**src/shared/ctas_pkg.sv**
```systemverilog
/*
  Constants and types for the CAN transmit abort and sleep control block.
  Assumes a single 250 MHz clock domain and 16 message buffers, of which
  buffers 0 to 7 form the automatic block transmit area.
*/
package ctas_pkg;

  localparam int          NBUF       = 16;
  localparam int          ABT_NBUF   = 8;
  localparam int          HIST_DEPTH = 32;
  localparam int          IDX_W      = 4;
  localparam int          PTR_W      = 3;
  localparam logic [2:0]  ABT_LAST   = 3'h7;
  localparam logic [2:0]  ABT_FIRST  = 3'h0;
  localparam logic [2:0]  PTR_STEP   = 3'h1;
  // Encodings of the two-bit power save field
  localparam logic [1:0]  PS_AWAKE   = 2'h0;
  localparam logic [1:0]  PS_SLEEP   = 2'h1;
  localparam logic [1:0]  PS_STOP    = 2'h3;
  localparam logic [15:0] TRQ_NONE   = 16'h0000;

  typedef enum logic [2:0] {
    M_INIT,
    M_NORMAL,
    M_ABT,
    M_RXONLY,
    M_SSHOT,
    M_STEST
  } ctas_mode_e;

  typedef enum logic [1:0] {
    S_AWAKE,
    S_SLEEP,
    S_STOP
  } ctas_ps_e;

  // Completion report from the protocol engine
  typedef struct packed {
    logic             done;
    logic             ok;
    logic [IDX_W-1:0] idx;
  } ctas_txev_s;

endpackage

```
**src/verilog/ctas_top.sv**
```systemverilog
/*
  Transmit abort, automatic block transmit pointer and sleep mode control,
  with a history FIFO of successfully sent buffer numbers, except buffers 0 to 7 in ABT mode.
  Assumes the protocol engine runs on clk, reports completions through a
  one-cycle done pulse and raises tx_busy while a frame is on the bus.
  The receive pin is asynchronous. clk itself must keep running in sleep
  so the wake edge can be seen; clk_run gates the rest of the controller.
*/
`timescale 1ns/1ps

module ctas_fifo
  import ctas_pkg::*;
#(
  parameter int W = 4,
  parameter int D = 32
) (
  input  wire logic         clk,
  input  wire logic         rstn,
  input  wire logic         in_valid,
  output logic              in_ready,
  input  wire logic [W-1:0] in_data,
  output logic              out_valid,
  input  wire logic         out_ready,
  output logic [W-1:0]      out_data
);
  localparam int AW = $clog2(D);

  initial begin
    if (D < 2 || (1 << AW) != D || W < 1) begin
      $error("ctas_fifo: depth must be a power of two");
    end
  end

  logic [W-1:0] mem [D];
  logic [AW-1:0] wptr;
  logic [AW-1:0] rptr;
  logic [AW:0]   count;
  wire           push = in_valid && in_ready;
  wire           pop  = out_valid && out_ready;

  assign in_ready  = count != (AW+1)'(D);
  assign out_valid = count != '0;
  assign out_data  = mem[rptr];

  always_ff @(posedge clk) begin
    if (push) begin
      mem[wptr] <= in_data;
    end
  end

  always_ff @(posedge clk or negedge rstn) begin
    if (!rstn) begin
      wptr  <= '0;
      rptr  <= '0;
      count <= '0;
    end else begin
      wptr  <= push ? wptr + 1'b1 : wptr;
      rptr  <= pop ? rptr + 1'b1 : rptr;
      count <= count + (AW+1)'(push) - (AW+1)'(pop);
    end
  end
endmodule

module ctas_top
  import ctas_pkg::*;
#(
  parameter int HDEPTH = HIST_DEPTH
) (
  input  wire logic             clk,
  input  wire logic             rstn,
  input  wire logic             mode_wr,
  input  ctas_mode_e            mode_req,
  input  wire logic             ps_wr,
  input  wire logic [1:0]       ps_wdata,
  input  wire logic             trq_set,
  input  wire logic             trq_clr,
  input  wire logic [IDX_W-1:0] trq_idx,
  input  wire logic             trg_set,
  input  wire logic             trg_clr,
  input  wire logic [ABT_NBUF-1:0] rdy_flags,
  input  wire logic [NBUF-1:0]  frame_type,
  input  ctas_txev_s            txev,
  input  wire logic             tx_busy,
  input  wire logic             bus_idle,
  input  wire logic             rx_storing,
  input  wire logic             can_receive_pin,
  input  wire logic             hist_ready,
  output ctas_mode_e            op_mode,
  output logic [1:0]            power_save_field,
  output logic [NBUF-1:0]       tx_request_flag,
  output logic                  tx_status_flag,
  output logic                  block_tx_trigger,
  output logic [PTR_W-1:0]      block_ptr,
  output logic                  tx_start,
  output logic [IDX_W-1:0]      tx_start_idx,
  output logic                  tx_remote,
  output logic                  buffer_access_ok_flag,
  output logic                  clk_run,
  output logic                  hist_valid,
  output logic [IDX_W-1:0]      hist_idx
);
  initial begin
    if (HDEPTH < 2) begin
      $error("ctas_top: history depth too small");
    end
  end

  ctas_ps_e         st;
  ctas_ps_e         next_st;
  logic             sleep_pend;
  logic             init_pend;
  logic             clr_pend;
  logic             start_wait;
  logic             stage_full;
  logic             rx_s1;
  logic             rx_s2;
  logic             rx_d;
  logic [NBUF-1:0]  abort_mark;
  logic [NBUF-1:0]  ft_q;
  logic [NBUF-1:0]  next_trq;
  logic [IDX_W-1:0] sel;
  logic             f_in_ready;
  logic             f_out_valid;
  logic [IDX_W-1:0] f_out_data;

  // Command decode; all writes except power save are blocked unless awake
  wire awake     = st == S_AWAKE;
  wire busy_any  = tx_busy || start_wait;
  wire on_bus_w  = busy_any && tx_start_idx == trq_idx;
  wire clr_now   = awake && trq_clr && !on_bus_w;
  wire mark_set  = awake && trq_clr && on_bus_w;
  wire set_ok    = awake && trq_set;
  wire abt_mode  = op_mode == M_ABT;
  wire abt_bus   = busy_any && !tx_start_idx[IDX_W-1];
  wire abt_done  = txev.done && abt_mode && !txev.idx[IDX_W-1];
  wire [IDX_W-1:0] ptr_x = {1'b0, block_ptr};
  wire [PTR_W-1:0] ptr_inc = block_ptr + PTR_STEP;
  wire trg_go    = awake && abt_mode && trg_set && !block_tx_trigger;
  wire trg_stop  = awake && trg_clr && block_tx_trigger;
  wire abt_load  = block_tx_trigger && abt_mode && !clr_pend && !busy_any
                   && !tx_request_flag[ptr_x] && rdy_flags[block_ptr];
  wire abt_drop  = trg_stop && !abt_bus;
  wire trq_left  = next_trq[txev.idx];
  wire fall      = rx_d && !rx_s2;

  // Mode and sleep request decode
  wire init_now  = awake && mode_wr && mode_req == M_INIT;
  wire mode_now  = awake && mode_wr && mode_req != M_INIT;
  wire sleep_wr  = ps_wr && ps_wdata == PS_SLEEP;
  wire sleep_req = awake && sleep_wr;
  wire sleep_ok  = sleep_req && op_mode != M_INIT
                   && !init_pend && !init_now;
  // Storage in progress holds the request; a dominant bus holds it too
  wire enter     = sleep_pend && bus_idle && !rx_storing
                   && tx_request_flag == TRQ_NONE && !busy_any;
  wire wake      = st == S_SLEEP
                   && ((ps_wr && ps_wdata == PS_AWAKE) || fall);
  wire to_stop   = st == S_SLEEP && ps_wr && ps_wdata == PS_STOP;
  wire from_stop = st == S_STOP && sleep_wr;
  wire tx_mode   = op_mode != M_INIT && op_mode != M_RXONLY;
  // Stall on a full history FIFO so no completion is ever dropped
  wire can_start = awake && !busy_any && tx_request_flag != TRQ_NONE
                   && tx_mode && f_in_ready && !abt_load;
  wire f_push    = txev.done && txev.ok && !abt_done;
  wire f_pop     = f_out_valid && awake && (!stage_full || hist_ready);

  always_comb begin
    sel = '0;
    for (int i = NBUF - 1; i >= 0; i--) begin
      if (tx_request_flag[i]) begin
        sel = IDX_W'(i);
      end
    end
  end

  always_comb begin
    next_trq = tx_request_flag;
    if (set_ok) begin
      next_trq[trq_idx] = 1'b1;
    end
    if (abt_load) begin
      next_trq[ptr_x] = 1'b1;
    end
    if (abt_drop) begin
      next_trq[ptr_x] = 1'b0;
    end
    if (clr_now) begin
      next_trq[trq_idx] = 1'b0;
    end
    if (txev.done && (txev.ok || op_mode == M_SSHOT
                      || abort_mark[txev.idx])) begin
      next_trq[txev.idx] = 1'b0;
    end
  end

  always_comb begin
    next_st = st;
    unique case (st)
      S_AWAKE: begin
        if (enter) begin
          next_st = S_SLEEP;
        end
      end
      S_SLEEP: begin
        if (wake) begin
          next_st = S_AWAKE;
        end else if (to_stop) begin
          next_st = S_STOP;
        end
      end
      S_STOP: begin
        if (from_stop) begin
          next_st = S_SLEEP;
        end
      end
    endcase
  end

  always_ff @(posedge clk or negedge rstn) begin
    if (!rstn) begin
      rx_s1 <= 1'b1;
      rx_s2 <= 1'b1;
      rx_d  <= 1'b1;
    end else begin
      rx_s1 <= can_receive_pin;
      rx_s2 <= rx_s1;
      rx_d  <= rx_s2;
    end
  end

  // Operating mode is untouched while asleep, so wake returns to it
  always_ff @(posedge clk or negedge rstn) begin
    if (!rstn) begin
      op_mode   <= M_INIT;
      init_pend <= 1'b0;
    end else begin
      // An initialization request with the bus free is taken at once
      if ((init_pend || init_now) && !busy_any) begin
        op_mode <= M_INIT;
      end else if (mode_now) begin
        op_mode <= mode_req;
      end
      init_pend <= (init_pend || init_now) && busy_any;
    end
  end

  always_ff @(posedge clk or negedge rstn) begin
    if (!rstn) begin
      st                    <= S_AWAKE;
      sleep_pend            <= 1'b0;
      power_save_field      <= PS_AWAKE;
      buffer_access_ok_flag <= 1'b1;
      clk_run               <= 1'b1;
    end else begin
      st         <= next_st;
      sleep_pend <= (sleep_pend || sleep_ok) && !init_now && !enter;
      power_save_field      <= next_st == S_SLEEP ? PS_SLEEP :
                               next_st == S_STOP ? PS_STOP : PS_AWAKE;
      buffer_access_ok_flag <= next_st == S_AWAKE;
      clk_run               <= next_st == S_AWAKE;
    end
  end

  always_ff @(posedge clk or negedge rstn) begin
    if (!rstn) begin
      tx_request_flag <= '0;
      abort_mark      <= '0;
      start_wait      <= 1'b0;
      tx_start        <= 1'b0;
      tx_start_idx    <= '0;
      tx_remote       <= 1'b0;
      tx_status_flag  <= 1'b0;
      ft_q            <= '0;
    end else begin
      tx_request_flag <= next_trq;
      abort_mark      <= (abort_mark | (mark_set ? NBUF'(1) << trq_idx : '0))
                         & ~(txev.done ? NBUF'(1) << txev.idx : '0);
      start_wait      <= can_start || (start_wait && !txev.done);
      tx_start        <= can_start;
      tx_start_idx    <= can_start ? sel : tx_start_idx;
      tx_remote       <= can_start ? frame_type[sel] : tx_remote;
      tx_status_flag  <= tx_busy;
      ft_q            <= frame_type;
    end
  end

  always_ff @(posedge clk or negedge rstn) begin
    if (!rstn) begin
      block_tx_trigger <= 1'b0;
      block_ptr        <= ABT_FIRST;
      clr_pend         <= 1'b0;
    end else begin
      if (abt_done && txev.ok && block_ptr == ABT_LAST) begin
        block_tx_trigger <= 1'b0;
        block_ptr        <= ABT_FIRST;
        clr_pend         <= 1'b0;
      end else if (abt_done && txev.ok) begin
        block_ptr        <= ptr_inc;
        block_tx_trigger <= block_tx_trigger && !clr_pend;
        clr_pend         <= 1'b0;
      end else if (abt_done && clr_pend) begin
        block_ptr        <= trq_left ? block_ptr : ptr_inc;
        block_tx_trigger <= 1'b0;
        clr_pend         <= 1'b0;
      end else if (trg_stop) begin
        block_tx_trigger <= abt_bus;
        clr_pend         <= abt_bus;
      end else if (trg_go) begin
        block_tx_trigger <= rdy_flags[block_ptr];
      end else if (block_tx_trigger && !busy_any && !clr_pend
                   && !tx_request_flag[ptr_x] && !rdy_flags[block_ptr]) begin
        block_tx_trigger <= 1'b0;
      end
    end
  end

  // History output stage; withheld while asleep
  always_ff @(posedge clk or negedge rstn) begin
    if (!rstn) begin
      stage_full <= 1'b0;
      hist_valid <= 1'b0;
      hist_idx   <= '0;
    end else begin
      stage_full <= f_pop || (stage_full && !(hist_valid && hist_ready));
      hist_valid <= (f_pop || (stage_full && !(hist_valid && hist_ready)))
                    && next_st == S_AWAKE;
      hist_idx   <= f_pop ? f_out_data : hist_idx;
    end
  end

  ctas_fifo #(
    .W (IDX_W),
    .D (HDEPTH)
  ) u_hist (
    .clk       (clk),
    .rstn      (rstn),
    .in_valid  (f_push),
    .in_ready  (f_in_ready),
    .in_data   (txev.idx),
    .out_valid (f_out_valid),
    .out_ready (f_pop),
    .out_data  (f_out_data)
  );
endmodule

```
**config.mk**
```make
export PLATFORM = sky130hd
export DESIGN_NAME = ctas_top
export DESIGN_NICKNAME = d
export VERILOG_FILES = /design/src/shared/ctas_pkg.sv /design/src/verilog/ctas_top.sv
export SDC_FILE = /design/constraint.sdc
export NUM_CORES = 1
export LEC_CHECK = 0
export BUFFER_PORTS_ARGS = -buffer_cell sky130_fd_sc_hd__buf_2
export CORE_MARGIN = 8
export CORE_UTILIZATION = 25
export DETAILED_ROUTE_END_ITERATION = 10
export PLACE_DENSITY_LB_ADDON = 0.3
export SYNTH_ARGS = -nofsm -noshare
export SYNTH_HDL_FRONTEND = slang
export SYNTH_HIERARCHICAL = 1
export SYNTH_SLANG_ARGS = --single-unit
```
**constraint.sdc**
```tcl
create_clock -name clk -period 7.9 [get_ports clk]
set_clock_uncertainty 0.05 [all_clocks]
set_input_delay 0.79 -clock clk [delete_from_list [all_inputs] [get_ports clk]]
set_output_delay 0.79 -clock clk [all_outputs]
set_load 0.02 [all_outputs]
```
# After elaboration in Yosys (flattened, before gate mapping)
# Memories as Yosys holds them, arrays and structs flattened. A register that Yosys moved wholly into a read port is not among the register bits.
# Index checks and enable logic that the tools add are counted.
# word_totals
wordCells	240
n_memories	1
input_bits	52
reg_bits	76
ram_bits	128
# memory_table
memory	words	word_bits	rd	rd_ports_with_merged_regs	write_ports	line	source
u_hist.mem	32	4	1	1	1	ctas_top.sv:34	logic [W-1:0] mem [D];
# classes
n_addsub	5
reduce_logical	112
n_mux	64
magnitude_cmp	8
bitwise	11
shift	2
eq_ne	13
# ops
op	n
$mux W16	7
$logic_and A1 B1 Y1	69
$and A16 B16 Y16	4
$mux W4	16
$not A16 Y16	3
$or A16 B16 Y16	2
$shl A1 B4 Y16 const A	2
$logic_not A1 Y1	20
$mux W1	20
$mux W3	6
$logic_not A16 Y1	1
$not A8 Y16	1
$or A16 B8 Y16	1
$reduce_bool A16 Y1	1
$lt A4 B5 Y1 const B	3
$bmux W1 S4	3
$mux W2	6
$reduce_bool A6 Y1	2
$add A5 B1 Y5 const B	2
$logic_or A1 B1 Y1	9
$reduce_bool A3 Y1	3
$demux W1 S4	2
$ge A4 B1 Y1 const B	2
$add A6 B1 Y6	1
21 further kinds	29

# Longest topological paths before layout
# logic_depth
ltp_word	20
depth_mapped	16
depth_no_buf	16

# Modules after synthesis
# Netlist, hierarchy kept.
# by_module_without_submodules
mod	instances	seq_area_each_um2	area_each_um2	cells_each
ctas_fifo	1	4244.1	6003.3	345
ctas_top	1	1606.5	4007.6	453

# Worst setup path before layout
# OpenSTA, ideal clock, no wires.
# synth_path
kind	input -> register
start	input port txev[0] (netlist bit)
end	register block_ptr[0]
t_arrival_ps	3251
n_path_buf	1
path_slack_ps	4471
required_ps	7722
cell_stages	9
setup_ps	128
cell_sequence	clkbuf_1 -> mux4_2 -> o311a_1 -> a221o_1 -> nor3_1 -> o41a_1 -> a31oi_1 -> a211oi_2 -> mux2_1
# synth_between
elab_chain_len	11
elab_cells_between_ends	16
# synth_lines
element	line	source
start, declared	ctas_top.sv:82	input ctas_txev_s txev,
$lt A4 B5 Y1 (implied by the code) / $ge A4 B1 Y1 (equally long branches)	ctas_top.sv:192	next_trq[txev.idx] = 1'b0;
$logic_and A1 B1 Y1 (implied by the code)	ctas_top.sv:192	
$mux W1 (implied by the code)	ctas_top.sv:192	
$demux W1 S4	ctas_top.sv:192	
$not A16 Y16 (no source line)	n/a	
$and A16 B16 Y16 (no source line)	n/a	
$mux W16	ctas_top.sv:190	if (txev.done && (txev.ok || op_mode == M_SSHOT
$bmux W1 S4 *	ctas_top.sv:143	wire trq_left = next_trq[txev.idx];
$mux W1 (implied by the code) *	ctas_top.sv:143	
$ne A3 B1 Y1 (no source line) *	n/a	
$reduce_and A2 Y1 (no source line) *	n/a	
end signal, assigned	ctas_top.sv:298	block_ptr <= ptr_inc;
end signal, assigned	ctas_top.sv:302	block_ptr <= trq_left ? block_ptr : ptr_inc;
end, declared	ctas_top.sv:93	output logic [PTR_W-1:0] block_ptr,
# Mark *: on every way between the ends. The rest lies on a longest branch, timed or not. The select of a mux whose other input is x is not followed.
# A chain may end at the register's enable or synchronous reset.

# Worst setup path in the final report
# layout_path
start	register block_ptr[0]
end	register block_ptr[1]
# layout_between
elab_chain_len	16
elab_cells_between_ends	33
# layout_lines
element	line	source
$lt A3 B5 Y1 (implied by the code), or another cell as far along	ctas_top.sv:182, ctas_top.sv:185	
$logic_and A1 B1 Y1 (implied by the code) / $mux W1 (equally long branches)	ctas_top.sv:182, ctas_top.sv:185, ctas_top.sv:141	
$mux W1 (implied by the code) / $logic_not A1 Y1 (equally long branches)	ctas_top.sv:182, ctas_top.sv:185, ctas_top.sv:141	
$demux W1 S3 / $logic_and A1 B1 Y1 (equally long branches)	ctas_top.sv:182, ctas_top.sv:185, ctas_top.sv:141	
$or A16 B8 Y16 (no source line) / $logic_and A1 B1 Y1 (equally long branches)	n/a	
$mux W16	ctas_top.sv:181	if (abt_load) begin
$and A16 B16 Y16 (no source line)	n/a	
$mux W16 *	ctas_top.sv:184	if (abt_drop) begin
$and A16 B16 Y16 (no source line)	n/a	
$mux W16 *	ctas_top.sv:187	if (clr_now) begin
$and A16 B16 Y16 (no source line)	n/a	
$mux W16 *	ctas_top.sv:190	
via next_trq[4]	ctas_top.sv:120	logic [NBUF-1:0] next_trq;
$bmux W1 S4 *	ctas_top.sv:143	
$mux W1 (implied by the code) *	ctas_top.sv:143	
$ne A3 B1 Y1 (no source line) *	n/a	
$reduce_and A2 Y1 (no source line) *	n/a	
# Mark *: on every way through the listed nets, which the timed path passes. The rest lies on a longest branch. The select of a mux whose other input is x is not followed.

==> summary.md <==
| Metric | Value |
|---|---|
| Run status | complete, no violations |
| Cells after synthesis | 798 |
| Most numerous cell types in the synthesized netlist | sky130_fd_sc_hd__edfxtp_1, sky130_fd_sc_hd__nor2_1, sky130_fd_sc_hd__dfrtp_1, sky130_fd_sc_hd__nand2_1, sky130_fd_sc_hd__a21oi_1 |
| Residual DRC | 0 |
| Slew headroom | between 30% and 40% |
| Clock Sink Count | 208 |
| Biggest area contributors in the synthesized netlist | sky130_fd_sc_hd__edfxtp_1, sky130_fd_sc_hd__dfrtp_1, sky130_fd_sc_hd__mux4_2, sky130_fd_sc_hd__mux2i_1, sky130_fd_sc_hd__nor2_1 |
| Combinational share of power | roughly 37% |
| Crit Path Max Fanout | 13 |
| Wire length of the first global-routing pass | 41.52 mm |
| Most frequent cell after synthesis | sky130_fd_sc_hd__edfxtp_1 |
| X dimension of the die | between 200 and 250 um |
| Minimum clock period | approximately 3.6 ns |
| Share of flip-flops with an asynchronous set or reset | about 38% |
| Share of synthesized area occupied by flip-flops and latches | between 50% and 60% |
| Hold slack final | a little over 0.2 ns |
| Area of the mapped netlist | 10010 um^2 |
| Number of levels the H-tree was split into | 1 |
| Final antenna-violating net count | 0 |
| Max-slew violations | 0 |
| Fraction of power consumed by sequential logic | a little under two fifths |
| Switching share of power | 37.75% |
| Tightest Hold Check Type | in2async |
| Post-placement worst setup slack | roughly 4.0 ns |
| Sum of negative setup slack | 0 ns |
| Switching power | approximately 1.6 mW |
| Worst-skew pair later-pin latency | 0.51 ns |
| Worst-margin pin slew | between 1 and 1.5 ns |
| Final weighted congestion in routability-driven placement | slightly above 0.8 |
| Internal | approximately 2.6 mW |
| I/O pin count | roughly 90 |
| Placeable core region | slightly below 40000 um^2 |
| 1st-pass router iterations | 5 |
| Largest net degree at the start of global routing | 52 |
| Fin crit share | between 40 and 50% |
| CP Class | reg2reg |
| Total routing usage reported by global routing | roughly 11% |
| Critical path required time | 8.23 ns |
| Total placed cells including tap cells | about 1400 |
| Post-Synthesis Mean Instance Area | 12.54 um^2 |
| Cell leakage power | approximately 4.5 nW |
| Cts repair resizes | 0 |
| Final setup slack of the worst path | 4.260 ns |
| Number of hold buffers added after cts | 0 |
| Initial DRC Count | approximately 640 |
| Unrepaired setup endpoints after global routing | no |
| Critical Path Start Type | flop |
| Clock Tree Buf Depth | 3 |
| Number of flops mapped to enable cells by yosys | about 130 |
| Share of the synthesized area in the top cell type | 38.40% |
| Final number of setup-violating endpoints | 0 |
| Total setup buffers inserted after CTS | 0 |
| Number of buffers added on ports | 90 |
| Relative area change from synthesis to final layout | 17.36% |
| Vias per cell | approximately 4.8 |
| Effective utilization at floorplan | 25.25% |
| Via total after detailed routing | approximately 6800 |
| Fraction of final layout cells sized beyond drive strength 1 | between 20 and 25% |
| Share of power burned in the clock network | between 20% and 30% |
| Worst setup EP type | flop |
| Nets@finish | about 960 |
| Overall routed net length | between 20 and 30 mm |
| Leading register cell type out of synthesis | sky130_fd_sc_hd__edfxtp_1 |
| Clock edge transition at the registers on the reported setup and hold paths | 0.06 ns |
| Clock tree root buffer cell | sky130_fd_sc_hd__clkbuf_16 |
| GRT Residual Overflow | 0 |
| Diode count | 0 |
| Average detailed-routed wire length per instance | ~19 um |
| Via count of the first global-routing pass | between 6000 and 7000 |
| Number of failing hold endpoints at the final stage | 0 |
| Initial antenna violation count | 0 |
| Maximum clock rate | between 200 and 300 MHz |
| Overall die height | 216.1 um |
| Placed wire-length estimate after detailed placement | between 15 and 20 mm |
| Seq cells post-synth | ~210 |
| Tot Pwr | 4.192 mW |
| Clock tree from TritonCTS | yes |
| Number of unique standard cell types used by synthesis | 83 |
| WP data arrival | 3.97 ns |
| Clock buffer count from CTS | 22 |
| Synth Net Count | slightly below 900 |
| Floorplan row count | 73 |
| Total Die Area | around 47000 um^2 |
| Power density over the cells | approximately 360 nW/um^2 |
| Largest voltage drop on the vdd net | about 160 uV |
| Layout fillers | approximately 4100 |
| Non-filler instance count after layout | 1424 |
| Synth area leader | sky130_fd_sc_hd__edfxtp_1 |
| Max-capacitance violation count | 0 |
| Warnings, synthesis | 6 |
-- kinds of logic (layout without fill, tap and decap cells) --
| logic type | after synthesis | in the layout | synth area share, % |
|---|---|---|---|
| DFF | 208 | 208 | 58.44 |
| xor gates and xnor gates | 15 | 15 | 1.312 |
| and+or+nand+nor | 254 | 254 | 12.45 |
| buffers and inverters | 70 | 171 | 3.212 |
| adders and majority gates | 22 | 22 | 2.825 |
| AOI/OAI and AO/OA | 160 | 160 | 11.22 |
| muxes | 69 | 69 | 10.54 |
-- flip-flops by register name, indices dropped and copies added (netlist names), 2 cells and up --
| name | count |
|---|---|
| u_hist/mem | 128 |
| abort_mark | 16 |
| tx_request_flag | 16 |
| u_hist/count | 6 |
| u_hist/rptr | 5 |
| u_hist/wptr | 5 |
| hist_idx | 4 |
| tx_start_idx | 4 |
| block_ptr | 3 |
| op_mode | 3 |
| power_save_field | 2 |
| st | 2 |
-- layout make-up --
cell class,count,area [um^2],area share (%)
multi-input combinational,520,3839,32.67
tap,525,656.9,5.591
clock inverter,8,101.3,0.8626
clock buffer,32,659.4,5.612
sequential,208,5852,49.81
timing repair buffer,99,520.5,4.430
inverter,32,120.1,1.022
-- power groups by stage --
stage               clock network, mW  logic [mW]  registers [mW]
floorplan                           0        1.10            1.59
global placement                    0        1.56            1.59
detailed placement                  0        1.56            1.59
CTS                              1.11        1.57            1.57
global route                     1.15        1.71            1.60
finish                           1.07        1.55            1.57
-- worst max-delay path, stage by stage (launching register included) --
cell                       delay (ns)
sky130_fd_sc_hd__dfrtp_1         0.65
sky130_fd_sc_hd__mux2i_1         0.35
sky130_fd_sc_hd__o311ai_4        0.15
sky130_fd_sc_hd__or4b_4          0.58
sky130_fd_sc_hd__or2_4           0.26
sky130_fd_sc_hd__or3_1           0.33
sky130_fd_sc_hd__a211oi_2        0.31
sky130_fd_sc_hd__a21oi_2         0.09
sky130_fd_sc_hd__a211oi_2        0.38
sky130_fd_sc_hd__mux2_1          0.36
-- per-stage QoR --
step | util [%] | cell area [um^2]
3_3_place_gp | 27.72 | 10990
4_1_cts | 29.64 | 11750
6_report | 29.64 | 11750
2_1_floorplan | - | 10010
3_5_place_dp | 27.72 | 10990
5_1_grt | 29.64 | 11750
-- final timing paths --
path,start,end,slack [ns],depth (start not counted)
min reg2reg,rx_s1$_DFF_PN1_,rx_s2$_DFF_PN1_,0.30,0
max reg2reg,block_ptr[0]$_DFFE_PN0P_,block_ptr[1]$_DFFE_PN0P_,4.26,9
min,rstn,tx_request_flag[12]$_DFF_PN0_,0.20,1
min in group clk,rx_s1$_DFF_PN1_,rx_s2$_DFF_PN1_,0.30,0
max in group asynchronous,rstn,u_hist/rptr[0]$_DFFE_PN0P_,6.57,2
max,block_ptr[0]$_DFFE_PN0P_,block_ptr[1]$_DFFE_PN0P_,4.26,9
-- metal layers --
layer	share of wire [%]	track usage [%]	vias up
li1	-	-	3187
met1	48	15.57	3410
met2	45	17.08	192
met3	5.3	2.409	38
met4	2.0	2.592	0
met5	0	0	-
-- cells in the final DEF, fill, tap and decap left out, types with 14 or more instances in the layout --
master and n:
sky130_fd_sc_hd__a21oi_1 52, sky130_fd_sc_hd__buf_2 89, sky130_fd_sc_hd__clkbuf_16 23, sky130_fd_sc_hd__dfrtp_1 75
sky130_fd_sc_hd__edfxtp_1 128, sky130_fd_sc_hd__ha_1 21, sky130_fd_sc_hd__inv_1 30, sky130_fd_sc_hd__mux2i_1 36
sky130_fd_sc_hd__mux4_2 22, sky130_fd_sc_hd__nand2_1 58, sky130_fd_sc_hd__nand3_1 14, sky130_fd_sc_hd__nor2_1 94
sky130_fd_sc_hd__nor3_1 20, sky130_fd_sc_hd__o21ai_0 17
(Power assumes the default switching activity.)
